<file path="src/include/wpo_pkg.sv">
// Package for the path overhead, delineation loss and counter block
package wpo_pkg;

    localparam int unsigned CLK_HZ           = 10_000_000;
    localparam int unsigned LCD_SET_TIME_US  = 3000;
    localparam int unsigned LCD_CLR_TIME_US  = 1000;
    // More than 3 ms: one cycle beyond the exact count
    localparam int unsigned LCD_SET_CYCLES   = (LCD_SET_TIME_US * (CLK_HZ / 1_000_000)) + 1;
    localparam int unsigned LCD_CLR_CYCLES   = LCD_CLR_TIME_US * (CLK_HZ / 1_000_000);

    localparam int unsigned CNT_WIDTH        = 32;
    localparam int unsigned TICK_DUR_WIDTH   = 32;
    localparam logic [7:0]  OCTET_RESET      = 8'h00;
    localparam logic [31:0] TICK_DUR_RESET   = 32'h0098_9680;

    // Counter indices
    localparam int unsigned CNT_SECTION      = 0;
    localparam int unsigned CNT_LINE         = 1;
    localparam int unsigned CNT_PATH         = 2;
    localparam int unsigned CNT_FAR_PATH     = 3;
    localparam int unsigned CNT_FAR_LINE     = 4;
    localparam int unsigned CNT_NUM          = 5;

    // Transmit overhead octet positions
    typedef enum logic [2:0]
    {
        WPO_OH_NONE = 3'b000,
        WPO_OH_H4   = 3'b001,
        WPO_OH_Z3   = 3'b010,
        WPO_OH_Z4   = 3'b011,
        WPO_OH_N1   = 3'b100
    } wpo_oh_sel_t;

    // Programmable transmit octets
    typedef struct packed
    {
        logic [7:0] multiframe;
        logic [7:0] growth_a;
        logic [7:0] growth_b;
        logic [7:0] tandem;
    } wpo_tx_octets_t;

    // Per frame error report from the parity checkers
    typedef struct packed
    {
        logic       frame_done;
        logic [7:0]  section_mismatch;
        logic [10:0] line_mismatch;
        logic [7:0]  path_mismatch;
        logic [3:0]  far_path_errors;
        logic [10:0] far_line_errors;
    } wpo_err_report_t;

    typedef enum logic [1:0]
    {
        WPO_LCD_RESET   = 2'b00,
        WPO_LCD_CLEAR   = 2'b01,
        WPO_LCD_DEFECT  = 2'b10
    } wpo_lcd_state_t;

endpackage

</file>
<file path="src/verilog/wpo_sat_counter.sv">
// Saturating statistical counter with tick snapshot
`timescale 1ns/100ps
module wpo_sat_counter
    import wpo_pkg::*;
#(
    parameter int unsigned WIDTH = CNT_WIDTH,
    parameter int unsigned INC_W = 11
)
(
    input  wire logic             clk,
    input  wire logic             rst,
    input  wire logic             inc_valid,
    input  wire logic [INC_W-1:0] inc_amount,
    input  wire logic             tick,
    output logic      [WIDTH-1:0] snapshot
);

    logic [WIDTH-1:0] count;
    logic [WIDTH:0]   sum;
    logic [WIDTH-1:0] next_count;

    always_comb
    begin
        sum = {1'b0, count} + {{(WIDTH + 1 - INC_W){1'b0}}, inc_amount};
        if (!inc_valid)
            next_count = count;
        else if (sum[WIDTH])
            next_count = {WIDTH{1'b1}};
        else
            next_count = sum[WIDTH-1:0];
    end

    // Errors arriving with the tick go into both the snapshot and the new interval
    always_ff @(posedge clk)
    begin
        if (rst)
            count <= '0;
        else if (tick)
            count <= inc_valid ? {{(WIDTH - INC_W){1'b0}}, inc_amount} : '0;
        else
            count <= next_count;
    end

    always_ff @(posedge clk)
    begin
        if (rst)
            snapshot <= '0;
        else if (tick)
            snapshot <= next_count;
    end

endmodule // wpo_sat_counter

</file>
<file path="src/verilog/wpo_path_overhead.sv">
// Path overhead insertion, delineation loss handling and error counters
// Operation
// - Multiframe octet register is sent in the H4 slot of every frame.
// - Two growth octet registers are sent in the Z3 and Z4 slots.
// - Tandem octet register is sent in the N1 slot of every frame.
// - Received overhead is dropped; only payload goes to the coding sublayer.
// - Delineation alarm sets sticky status and pending bits; only pending is masked onto irqs.
// - Defect reported to far end after alarm persists more than 3 ms.
// - After reset, loss is reported until valid code groups are delineated.
// - Defect clears only after alarm absent continuously at least 1 ms.
// - Each error type has a read-latched standard and tick-latched statistic counter.
// - Upper half read first copies full standard count into readable pair.
// - Lower half read returns the half captured by the upper read.
// - Tick copies all statistic counts together, then restarts them from that cycle's errors.
// - Force bit makes a tick at once, regardless of tick enable.
// - Internal source with enable gives periodic ticks every programmed count.
// - Tick timer runs on the receive path clock, so period may drift.
// - External source with enable: rising edge on tick pin makes a tick.
// - Every tick sets a pending bit until read, masked onto both irqs.
// - Statistic counters saturate at maximum, never wrapping.
// - Block mode 0 counts each mismatching parity bit.
// - Block mode 1 counts one per frame with any mismatch.
// - Far-end path error counter is 32 bits, saturating, tick latched.
`timescale 1ns/100ps
module wpo_path_overhead
    import wpo_pkg::*;
#(
    parameter int unsigned SET_CYCLES = LCD_SET_CYCLES,
    parameter int unsigned CLR_CYCLES = LCD_CLR_CYCLES
)
(
    input  wire logic                       clk,
    input  wire logic                       rst,
    // Transmit overhead
    input  wire wpo_tx_octets_t             tx_octets,
    input  wire wpo_oh_sel_t                tx_oh_slot,
    output logic [7:0]                      tx_oh_octet,
    output logic                            tx_oh_valid,
    // Receive payload
    input  wire logic [7:0]                 rx_octet,
    input  wire logic                       rx_octet_valid,
    input  wire logic                       rx_is_overhead,
    output logic [7:0]                      rx_payload,
    output logic                            rx_payload_valid,
    // Delineation loss
    input  wire logic                       pcs_delineation_alarm,
    input  wire logic                       delineation_loss_read,
    input  wire logic                       delineation_loss_mask_a,
    input  wire logic                       delineation_loss_mask_b,
    output logic                            delineation_loss_status,
    output logic                            delineation_loss_pending,
    output logic                            far_end_delineation_report,
    // Tick control
    input  wire logic                       tick_force_write,
    input  wire logic                       tick_enable,
    input  wire logic                       tick_source_select,
    input  wire logic [TICK_DUR_WIDTH-1:0]  tick_period_count,
    input  wire logic                       tick_pin,
    input  wire logic                       tick_pending_read,
    input  wire logic                       tick_mask_a,
    input  wire logic                       tick_mask_b,
    output logic                            tick_force,
    output logic                            tick_event_pending,
    output logic                            perf_monitor_tick,
    output logic                            irq_out_a,
    output logic                            irq_out_b,
    // Errors
    input  wire wpo_err_report_t            err_report,
    input  wire logic                       section_parity_block_mode,
    input  wire logic                       line_parity_block_mode,
    input  wire logic                       path_parity_block_mode,
    input  wire logic                       far_parity_block_mode,
    // Standard counter reads
    input  wire logic [2:0]                 std_read_index,
    input  wire logic                       std_read_upper,
    input  wire logic                       std_read_lower,
    output logic [15:0]                     std_read_data,
    // Statistic snapshots
    output logic [CNT_NUM*CNT_WIDTH-1:0]    stat_snapshots
);

    ////////////////////////////////////////////////////////////////////////////////

    function automatic logic [3:0] ones8(input logic [7:0] v);
        logic [3:0] n;
        n = 4'h0;
        for (int i = 0; i < 8; i++)
            n = n + {3'b000, v[i]};
        return n;
    endfunction

    // Amount added for one frame, per accumulation mode
    function automatic logic [10:0] mode_amount(input logic blk, input logic [10:0] n);
        if (blk)
            return (n != 11'h000) ? 11'h001 : 11'h000;
        return n;
    endfunction

    ////////////////////////////////////////////////////////////////////////////////
    // Transmit overhead insertion

    always_ff @(posedge clk)
    begin
        if (rst)
        begin
            tx_oh_octet <= OCTET_RESET;
            tx_oh_valid <= 1'b0;
        end
        else
        begin
            tx_oh_valid <= (tx_oh_slot != WPO_OH_NONE);
            case (tx_oh_slot)
                WPO_OH_H4: tx_oh_octet <= tx_octets.multiframe;
                WPO_OH_Z3: tx_oh_octet <= tx_octets.growth_a;
                WPO_OH_Z4: tx_oh_octet <= tx_octets.growth_b;
                WPO_OH_N1: tx_oh_octet <= tx_octets.tandem;
                default:   tx_oh_octet <= OCTET_RESET;
            endcase
        end
    end

    ////////////////////////////////////////////////////////////////////////////////
    // Receive overhead stripping

    always_ff @(posedge clk)
    begin
        if (rst)
        begin
            rx_payload       <= 8'h00;
            rx_payload_valid <= 1'b0;
        end
        else
        begin
            rx_payload_valid <= rx_octet_valid && !rx_is_overhead;
            if (rx_octet_valid && !rx_is_overhead)
                rx_payload <= rx_octet;
        end
    end

    ////////////////////////////////////////////////////////////////////////////////
    // Delineation loss defect

    wpo_lcd_state_t lcd_state;
    logic [31:0]    lcd_timer;

    always_ff @(posedge clk)
    begin
        if (rst)
        begin
            lcd_state <= WPO_LCD_RESET;
            lcd_timer <= '0;
        end
        else
        begin
            case (lcd_state)
                WPO_LCD_RESET:
                    if (!pcs_delineation_alarm)
                    begin
                        lcd_state <= WPO_LCD_CLEAR;
                        lcd_timer <= '0;
                    end
                WPO_LCD_CLEAR:
                    if (!pcs_delineation_alarm)
                        lcd_timer <= '0;
                    else if (lcd_timer + 32'h0000_0001 >= SET_CYCLES)
                    begin
                        lcd_state <= WPO_LCD_DEFECT;
                        lcd_timer <= '0;
                    end
                    else
                        lcd_timer <= lcd_timer + 32'h0000_0001;
                WPO_LCD_DEFECT:
                    if (pcs_delineation_alarm)
                        lcd_timer <= '0;
                    else if (lcd_timer + 32'h0000_0001 >= CLR_CYCLES)
                    begin
                        lcd_state <= WPO_LCD_CLEAR;
                        lcd_timer <= '0;
                    end
                    else
                        lcd_timer <= lcd_timer + 32'h0000_0001;
                default:
                begin
                    lcd_state <= WPO_LCD_RESET;
                    lcd_timer <= '0;
                end
            endcase
        end
    end

    assign far_end_delineation_report = (lcd_state != WPO_LCD_CLEAR);

    // Set wins over the read clear
    always_ff @(posedge clk)
    begin
        if (rst)
        begin
            delineation_loss_status  <= 1'b0;
            delineation_loss_pending <= 1'b0;
        end
        else
        begin
            delineation_loss_status  <= pcs_delineation_alarm
                                     || (delineation_loss_status && !delineation_loss_read);
            delineation_loss_pending <= pcs_delineation_alarm
                                     || (delineation_loss_pending && !delineation_loss_read);
        end
    end

    ////////////////////////////////////////////////////////////////////////////////
    // Monitoring tick generation

    logic [TICK_DUR_WIDTH-1:0] tick_timer;
    logic                      tick_pin_prev;
    logic                      periodic_tick;
    logic                      pin_tick;

    // Timer shares clk, which is the recovered receive clock
    always_ff @(posedge clk)
    begin
        if (rst || !tick_enable || !tick_source_select)
            tick_timer <= '0;
        else if (periodic_tick)
            tick_timer <= '0;
        else
            tick_timer <= tick_timer + 32'h0000_0001;
    end

    // Zero period is treated as one cycle
    assign periodic_tick = tick_enable && tick_source_select
                        && (tick_timer + 32'h0000_0001 >= tick_period_count);

    always_ff @(posedge clk)
    begin
        if (rst)
            tick_pin_prev <= 1'b0;
        else
            tick_pin_prev <= tick_pin;
    end

    assign pin_tick = tick_enable && !tick_source_select && tick_pin && !tick_pin_prev;

    always_ff @(posedge clk)
    begin
        if (rst)
            tick_force <= 1'b0;
        else
            tick_force <= tick_force_write;
    end

    assign perf_monitor_tick = tick_force || periodic_tick || pin_tick;

    always_ff @(posedge clk)
    begin
        if (rst)
            tick_event_pending <= 1'b0;
        else
            tick_event_pending <= perf_monitor_tick
                               || (tick_event_pending && !tick_pending_read);
    end

    assign irq_out_a = (delineation_loss_pending && delineation_loss_mask_a)
                    || (tick_event_pending && tick_mask_a);
    assign irq_out_b = (delineation_loss_pending && delineation_loss_mask_b)
                    || (tick_event_pending && tick_mask_b);

    ////////////////////////////////////////////////////////////////////////////////
    // Error counters

    logic [10:0] inc [CNT_NUM];
    logic [CNT_WIDTH-1:0] std_count [CNT_NUM];
    logic [CNT_WIDTH-1:0] std_latched [CNT_NUM];

    always_comb
    begin
        inc[CNT_SECTION]  = mode_amount(section_parity_block_mode,
                                        {7'h00, ones8(err_report.section_mismatch)});
        inc[CNT_LINE]     = mode_amount(line_parity_block_mode, err_report.line_mismatch);
        inc[CNT_PATH]     = mode_amount(path_parity_block_mode,
                                        {7'h00, ones8(err_report.path_mismatch)});
        inc[CNT_FAR_PATH] = mode_amount(far_parity_block_mode,
                                        {7'h00, err_report.far_path_errors});
        inc[CNT_FAR_LINE] = err_report.far_line_errors;
    end

    for (genvar g = 0; g < CNT_NUM; g++)
    begin : g_cnt
        wpo_sat_counter #(.WIDTH(CNT_WIDTH), .INC_W(11)) u_stat
        (
            .clk        (clk),
            .rst        (rst),
            .inc_valid  (err_report.frame_done),
            .inc_amount (inc[g]),
            .tick       (perf_monitor_tick),
            .snapshot   (stat_snapshots[g*CNT_WIDTH +: CNT_WIDTH])
        );

        // Standard counter wraps freely and is independent of ticks
        always_ff @(posedge clk)
        begin
            if (rst)
                std_count[g] <= '0;
            else if (err_report.frame_done)
                std_count[g] <= std_count[g] + {21'h00_0000, inc[g]};
        end

        always_ff @(posedge clk)
        begin
            if (rst)
                std_latched[g] <= '0;
            else if (std_read_upper && (std_read_index == 3'(g)))
                std_latched[g] <= std_count[g];
        end
    end

    always_ff @(posedge clk)
    begin
        if (rst)
            std_read_data <= 16'h0000;
        else if (std_read_index < 3'(CNT_NUM))
        begin
            if (std_read_upper)
                std_read_data <= std_count[std_read_index][31:16];
            else if (std_read_lower)
                std_read_data <= std_latched[std_read_index][15:0];
        end
        else if (std_read_upper || std_read_lower)
            std_read_data <= 16'h0000;
    end

endmodule // wpo_path_overhead

</file>
<file path="config.mk">
export PLATFORM = sky130hd
export DESIGN_NAME = wpo_path_overhead
export DESIGN_NICKNAME = d
export VERILOG_FILES = /design/src/include/wpo_pkg.sv /design/src/verilog/wpo_sat_counter.sv /design/src/verilog/wpo_path_overhead.sv
export SDC_FILE = /design/constraint.sdc
export NUM_CORES = 1
export LEC_CHECK = 0
export BUFFER_PORTS_ARGS = -buffer_cell sky130_fd_sc_hd__buf_2
export CORE_ASPECT_RATIO = 2
export CORE_MARGIN = 5
export CORE_UTILIZATION = 30
export CTS_CLUSTER_DIAMETER = 100
export DETAILED_ROUTE_END_ITERATION = 6
export PLACE_DENSITY = 0.49
export SKIP_CTS_REPAIR_TIMING = 1
export SKIP_LAST_GASP = 1
export SLEW_MARGIN = 10
export SYNTH_ARGS = -nofsm -noshare
export SYNTH_HDL_FRONTEND = slang
export SYNTH_HIERARCHICAL = 1
export SYNTH_SLANG_ARGS = --single-unit
</file>
<file path="constraint.sdc">
create_clock -name clk -period 5.4 [get_ports clk]
set_clock_uncertainty 0.2 [all_clocks]
set_input_delay 0.27 -clock clk [delete_from_list [all_inputs] [get_ports clk]]
set_output_delay 0.27 -clock clk [all_outputs]
set_load 0.1 [all_outputs]
</file>
==> Word-level counts from Yosys, hierarchy flattened <==
Memory sizes are Yosys's and may differ from the RTL's.
Index checks and enable logic that the tools add are counted.
{ "totals": {"n_memories": 2, "mem_bits_rw": 320, "word_cells": 210, "reg_bits": 425, "out_inout_bits": 202} }
{ "classes": {"bitwise_logic": 10, "add_sub_neg": 26, "n_mux": 83, "reduce_logical": 45, "n_lt_le_gt_ge": 4, "eq_ne": 17} }
{ "mem_list": {"columns": ["memory", "words", "width", "read_ports", "rd_ports_with_merged_regs", "write_ports", "line", "rtl"], "rows": [
  ["std_count", 5, 32, 6, 0, 5, "wpo_path_overhead.sv:271", "logic [CNT_WIDTH-1:0] std_count [CNT_NUM];"],
  ["std_latched", 5, 32, 1, 0, 5, "wpo_path_overhead.sv:272", "logic [CNT_WIDTH-1:0] std_latched [CNT_NUM];"]
]} }
{ "ops": {"columns": ["op", "count"], "rows": [
  ["$mux 32", 30],
  ["$add 32x11->33", 5],
  ["$add 32x11->32", 5],
  ["$mux 11", 13],
  ["$pmux 32 s3", 1],
  ["$add 32x1->32 const B", 2],
  ["$mux 16", 4],
  ["$add 4x1->4", 8],
  ["$ge 32x14->1 const B", 1],
  ["$ge 32x15->1 const B", 1],
  ["$ge 32x32->1", 1],
  ["$pmux 8 s4", 1],
  ["$mux 1", 28],
  ["$logic_and 1x1->1", 18],
  ["$eq 3x2->1 const B", 4],
  ["$reduce_bool 4->1", 3],
  ["$reduce_bool 11->1", 1],
  ["$logic_or 1x1->1", 10],
  ["$mux 2", 5],
  ["$ne 2x2->1 const B", 5],
  ["$or 1x1->1", 10],
  ["$add 3x1->4", 2],
  ["$add 2x1->3", 2],
  ["$eq 3x1->1 const B", 2],
  ["16 further kinds", 23]
]} }

==> Longest topological paths before layout <==
{ "logic_depth": {"depth_word": 15, "ltp_mapped": 24, "depth_no_buf": 22} }

==> Hierarchy <==
Netlist, hierarchy kept.
{ "modules_own_cells": {"columns": ["mod", "cells_per_inst", "area_per_inst_um2", "n_inst"], "rows": [
  ["wpo_path_overhead", 1933, 19866.6, 1],
  ["wpo_sat_counter at g_cnt[0].u_stat ...", 386, 3339.5, 3],
  ["wpo_sat_counter at g_cnt[4].u_stat", 393, 3368.2, 1],
  ["wpo_sat_counter at g_cnt[2].u_stat", 377, 3253.1, 1]
]} }

==> Least setup slack after synthesis <==
OpenSTA, ideal clock, no wires.
{ "synth_timing": {"path_kind": "input to register", "start": "input err_report[34] (netlist bit)", "end": "register g_cnt[0].u_stat.snapshot[11]", "required_ns": 5.066, "t_arrival_ns": 4.940, "path_stages": 19, "setup_ns": 0.134, "setup_slack_ns": 0.126, "cell_sequence": "fa_1 > inv_1 > fa_1 > fa_1 > inv_1 > ha_1 > fa_1 > o21a_1 > o21ai_0 > nand2b_1 > ha_1 > fa_1 > a21o_1 > and4_1 > o21ai_1 > nand2_1 > a31oi_2 > buf_2 > a211oi_1"} }
{ "synth_lines": {"columns": ["element", "line", "rtl"], "rows": [
  ["start, declared", "wpo_path_overhead.sv:68", "input wire wpo_err_report_t err_report,"],
  ["end signal, assigned", "wpo_sat_counter.sv:49", "snapshot <= next_count;"],
  ["end, declared", "wpo_sat_counter.sv:15", "output logic [WIDTH-1:0] snapshot"]
]} }

==> Final worst setup path <==
{ "layout_timing": {"start": "register tick_timer[6]", "end": "output perf_monitor_tick"} }
{ "layout_via": {"elab_chain_cells": 5} }
{ "layout_lines": {"columns": ["element", "line", "rtl"], "rows": [
  ["start, declared", "wpo_path_overhead.sv:213", "logic [TICK_DUR_WIDTH-1:0] tick_timer;"],
  ["start signal, assigned", "wpo_path_overhead.sv:226", "tick_timer <= tick_timer + 32'h0000_0001;"],
  ["$add 32x1->32", "wpo_path_overhead.sv:231", "&& (tick_timer + 32'h0000_0001 >= tick_period_count);"],
  ["$ge 32x32->1", "wpo_path_overhead.sv:231", null],
  ["$logic_and 1x1->1", "wpo_path_overhead.sv:231", null],
  ["$logic_or 1x1->1 (2 in series)", "wpo_path_overhead.sv:251", "assign perf_monitor_tick = tick_force || periodic_tick || pin_tick;"],
  ["end, declared", "wpo_path_overhead.sv:64", "output logic perf_monitor_tick,"]
]} }
No other way between the ends.

==> results.cfg <==
[route]
wire_per_inst_um = 20.3
drc = 0
drt_iter0_markers = 1568
vias = 30555
ant_nets = 0
first_pass_iters = 5
routed_wl_um = 121000
viasPerCell = 5.14

[global_route]
grt_overflow = 0
grt_usage = 0.179
grt_max_degree = 113
antenna_found_initial = 4
grt_pass1_wl_um = 183000
grt_pass1_vias = 30706

[critical_path]
r2r_slack_ps = 170
worstPathArrival_ps = 4820
critical_path.startpoint = tick_timer[6]
ff2ff_path_depth = 23
crit_path_end = perf_monitor_tick
worstPathCellList = nand3_1 > nor2_1 > nand3_1 > or3_4 > nor2_2 > nand3_1 > xnor2_1 > ha_1 > a21o_1 > a21o_1 > a21o_1 > a21o_1 > a211oi_1 > o211a_1 > o21ai_0 > a31o_4 > buf_4 > buf_6
cpPeakStageDelay_ps = 460
worstPathRequired_ps = 4930
end_kind = output pin
worstSetupPathType = flip-flop to output pin
r2r-end = g_cnt[1].u_stat/count[7]
r2r-start = tick_timer[6]
cp_max_fo = 20
worstSetupStartpointType = flip-flop
crit_top_cell = a21o_1
critical_path.slowest_cell = or3_4

[floorplanning]
core_area_sq_um = 121000
dieArea_sq_um = 129000
die_x_um = 257
start_util = 0.301
die-height_um = 503
rows = 181
ios = 344

[sta]
rsz0062_at_grt = yes
finalSetupViolCount = 0
fmax_ghz = 0.189
final-hold-violation-count = 2
finalCritPeriodShare = 0.979
worst_slew_pin_slew_ps = 1020
tns_ps = 0
fin_crit_ps = 5290
slew_viol_final = 0
slew_headroom = 0.314
finalHoldWorstSlack_ps = -11.6

[clock_network]
clkLatencyLatePin_ps = 650
cts_root_buffer = clkbuf_16
cts_buffers = 72
ctsLongestPathBuffers = 3
clock_sink_count = 665
clk_pin_slew_ps = 60
h-tree-depth = 3
cts_tree = yes

[final_layout]
areaGrowthSynthToFinish_pct = 20.2
n_fill_cell = 12432
layoutNonFillerInstCount = 5945
drive_above_1_share = 0.171
final_util = 0.361
stdcell_area_sq_um = 43900
final_nets = 4624

[min_path]
hp-class = input pin to flip-flop

[power]
swShare = 0.323
clock_power_share = 0.381
seqPwrFrac = 0.415
combPwrFrac = 0.203
p_int_mw = 9.30
ir_worst_vdd_v = 0.000326
power_switching_mw = 4.43
p_leak_nw = 17.2
power_density_nw_per_um2 = 313

[placed_design]
hpwl_um = 91100
post-place-cells = 5720
gp_congestion = 0.875
placed_area_sq_um = 40500
numPortBuffers = 343

[logic_synthesis]
syn_avg_cell_area_sq_um = 9.46
synth.largest_area_cell = dfxtp_1
synth_top_area_share = 0.233
ys_top_cells_by_area = dfxtp_1 (23%), edfxtp_1 (20%), ha_1 (4.6%)
synth.distinct_cells = 104
syn-cell-area_sq_um = 36500
synthFlopType = dfxtp_1
ys_seq_area_frac = 0.430
synth-async-reset-ratio = 0
ys_warn_count = 6
syn-instance-count = 3861
synth_edf_count = 240
synth-seq-cells = 665

[outcome]
violations = hold timing
run_status = finished with violations

[job]
cap_violations = 0
-- worst min-delay path by stage --
stage	from	endpoint	cells past startpoint
floorplan	err_report[8]	g_cnt[4].u_stat/count[8]	2
global placement	g_cnt[4].u_stat/snapshot[16]	g_cnt[4].u_stat/snapshot[16]	2
detailed placement	g_cnt[4].u_stat/snapshot[16]	g_cnt[4].u_stat/snapshot[16]	2
CTS	tick_force_write	tick_force	2
global route	err_report[30]	g_cnt[1].u_stat/count[7]	5
finish	err_report[36]	g_cnt[0].u_stat/count[0]	6
-- power groups by stage --
| stage | registers (mW) | logic [mW] | clock network [mW] |
|---|---|---|---|
| 6_report | 5.70 | 2.79 | 5.24 |
| 5_1_grt | 5.73 | 3.03 | 5.61 |
| 4_1_cts | 5.70 | 2.76 | 5.42 |
| 3_5_place_dp | 5.81 | 2.75 | 0 |
| 3_3_place_gp | 5.81 | 2.73 | 0 |
| 2_1_floorplan | 6.40 | 1.35 | 0 |
-- stage by stage --
stage	setup WS, ps	power [mW]	hold slack, ps
after global routing	-111	14.4	1.71
after detailed placement	-262	8.56	242
final	111	13.7	-11.6
after global placement	-299	8.54	233
after floorplan	126	7.75	178
after CTS	-326	13.9	-423
-- placed cells by master (no fill, tap or decap), drive strengths merged, types with 16 or more instances in the layout --
cell type / netlist / layout
and4: 40 / 40
nand4: 65 / 65
o22ai: 54 / 54
xnor2: 119 / 119
nor3: 76 / 76
a311oi: 23 / 23
a21o: 60 / 60
buf: 52 / 459
conb: 1 / 42
dfxtp: 425 / 425
and3: 92 / 92
inv: 120 / 125
a21oi: 223 / 223
o211ai: 21 / 21
and2: 114 / 115
nor2b: 68 / 68
nand2b: 59 / 59
nor2: 425 / 425
nand2: 313 / 313
nand3: 152 / 152
dlygate4sd3: 3 / 86
ha: 135 / 135
o21ai: 128 / 128
mux2i: 17 / 17
nor4: 27 / 27
a31oi: 27 / 27
xor2: 154 / 154
mux4: 48 / 48
a211oi: 114 / 114
fa: 18 / 18
o21bai: 16 / 16
clkbuf: 135 / 81
or2: 18 / 18
or3: 39 / 39
edfxtp: 240 / 240
clkinv: 5 / 37
o221ai: 16 / 16
-- routing by layer --
| metal | GRT usage | share of wire | up-vias | wire [um] |
|---|---|---|---|---|
| met5 | 0 | 0 | - | 0 |
| met4 | 0.0730 | 0.042 | 0 | 5090 |
| met3 | 0.0328 | 0.048 | 179 | 5810 |
| met2 | 0.355 | 0.55 | 718 | 66100 |
| met1 | 0.181 | 0.36 | 14697 | 43600 |
| li1 | - | - | 14961 | - |
-- logic make-up after synthesis --
logic type,share of synthesized area
and+or+nand+nor,0.213
other,0.000103
muxes,0.0355
adders and majority gates,0.0561
buffers and inverters,0.0365
xor gates and xnor gates,0.0655
DFF,0.430
AOI/OAI and AO/OA,0.163
-- final cells by class --
cell class	instances	area (sq um)	area share
multi-input cells	2920	19700	0.449
diodes	4	10.0	0.000228
well taps	1555	1950	0.0443
flip-flops and latches	665	15700	0.358
clock buffers	81	1920	0.0437
inverters	125	469	0.0107
repair buffers	545	3580	0.0817
clock inverters	50	523	0.0119
-- worst max-delay path: cells and delay by family, from the launching register on --
kind / cells / cell delay, ps
simple gates: 6 / 1200
compound gates: 8 / 1680
flops: 1 / 360
xor+xnor: 1 / 220
fa+ha+maj: 1 / 280
buf+inv: 2 / 420
-- state kept, by name, summed over array words and instances, names as in the netlist, 2 cells and up --
register and flops:
lcd_timer 32, tx_oh_octet 8, g_cnt.u_stat/snapshot 160, std_read_data 16
tick_timer 32, lcd_state 2, std_count 160, g_cnt.u_stat/count 160
std_latched 80, rx_payload 8
-- synth_stat cells (68+ instances only) --
cell      count
nor3_1       73
clkbuf_1    134
nor2b_1      68
nand3_1     149
xor2_1      154
and3_1       87
a211oi_1     95
nand2_1     311
dfxtp_1     425
nor2_1      425
o21ai_0     116
edfxtp_1    240
ha_1        135
and2_1      112
inv_1       120
xnor2_1     119
a21oi_1     216
(Power assumes the default switching activity.)
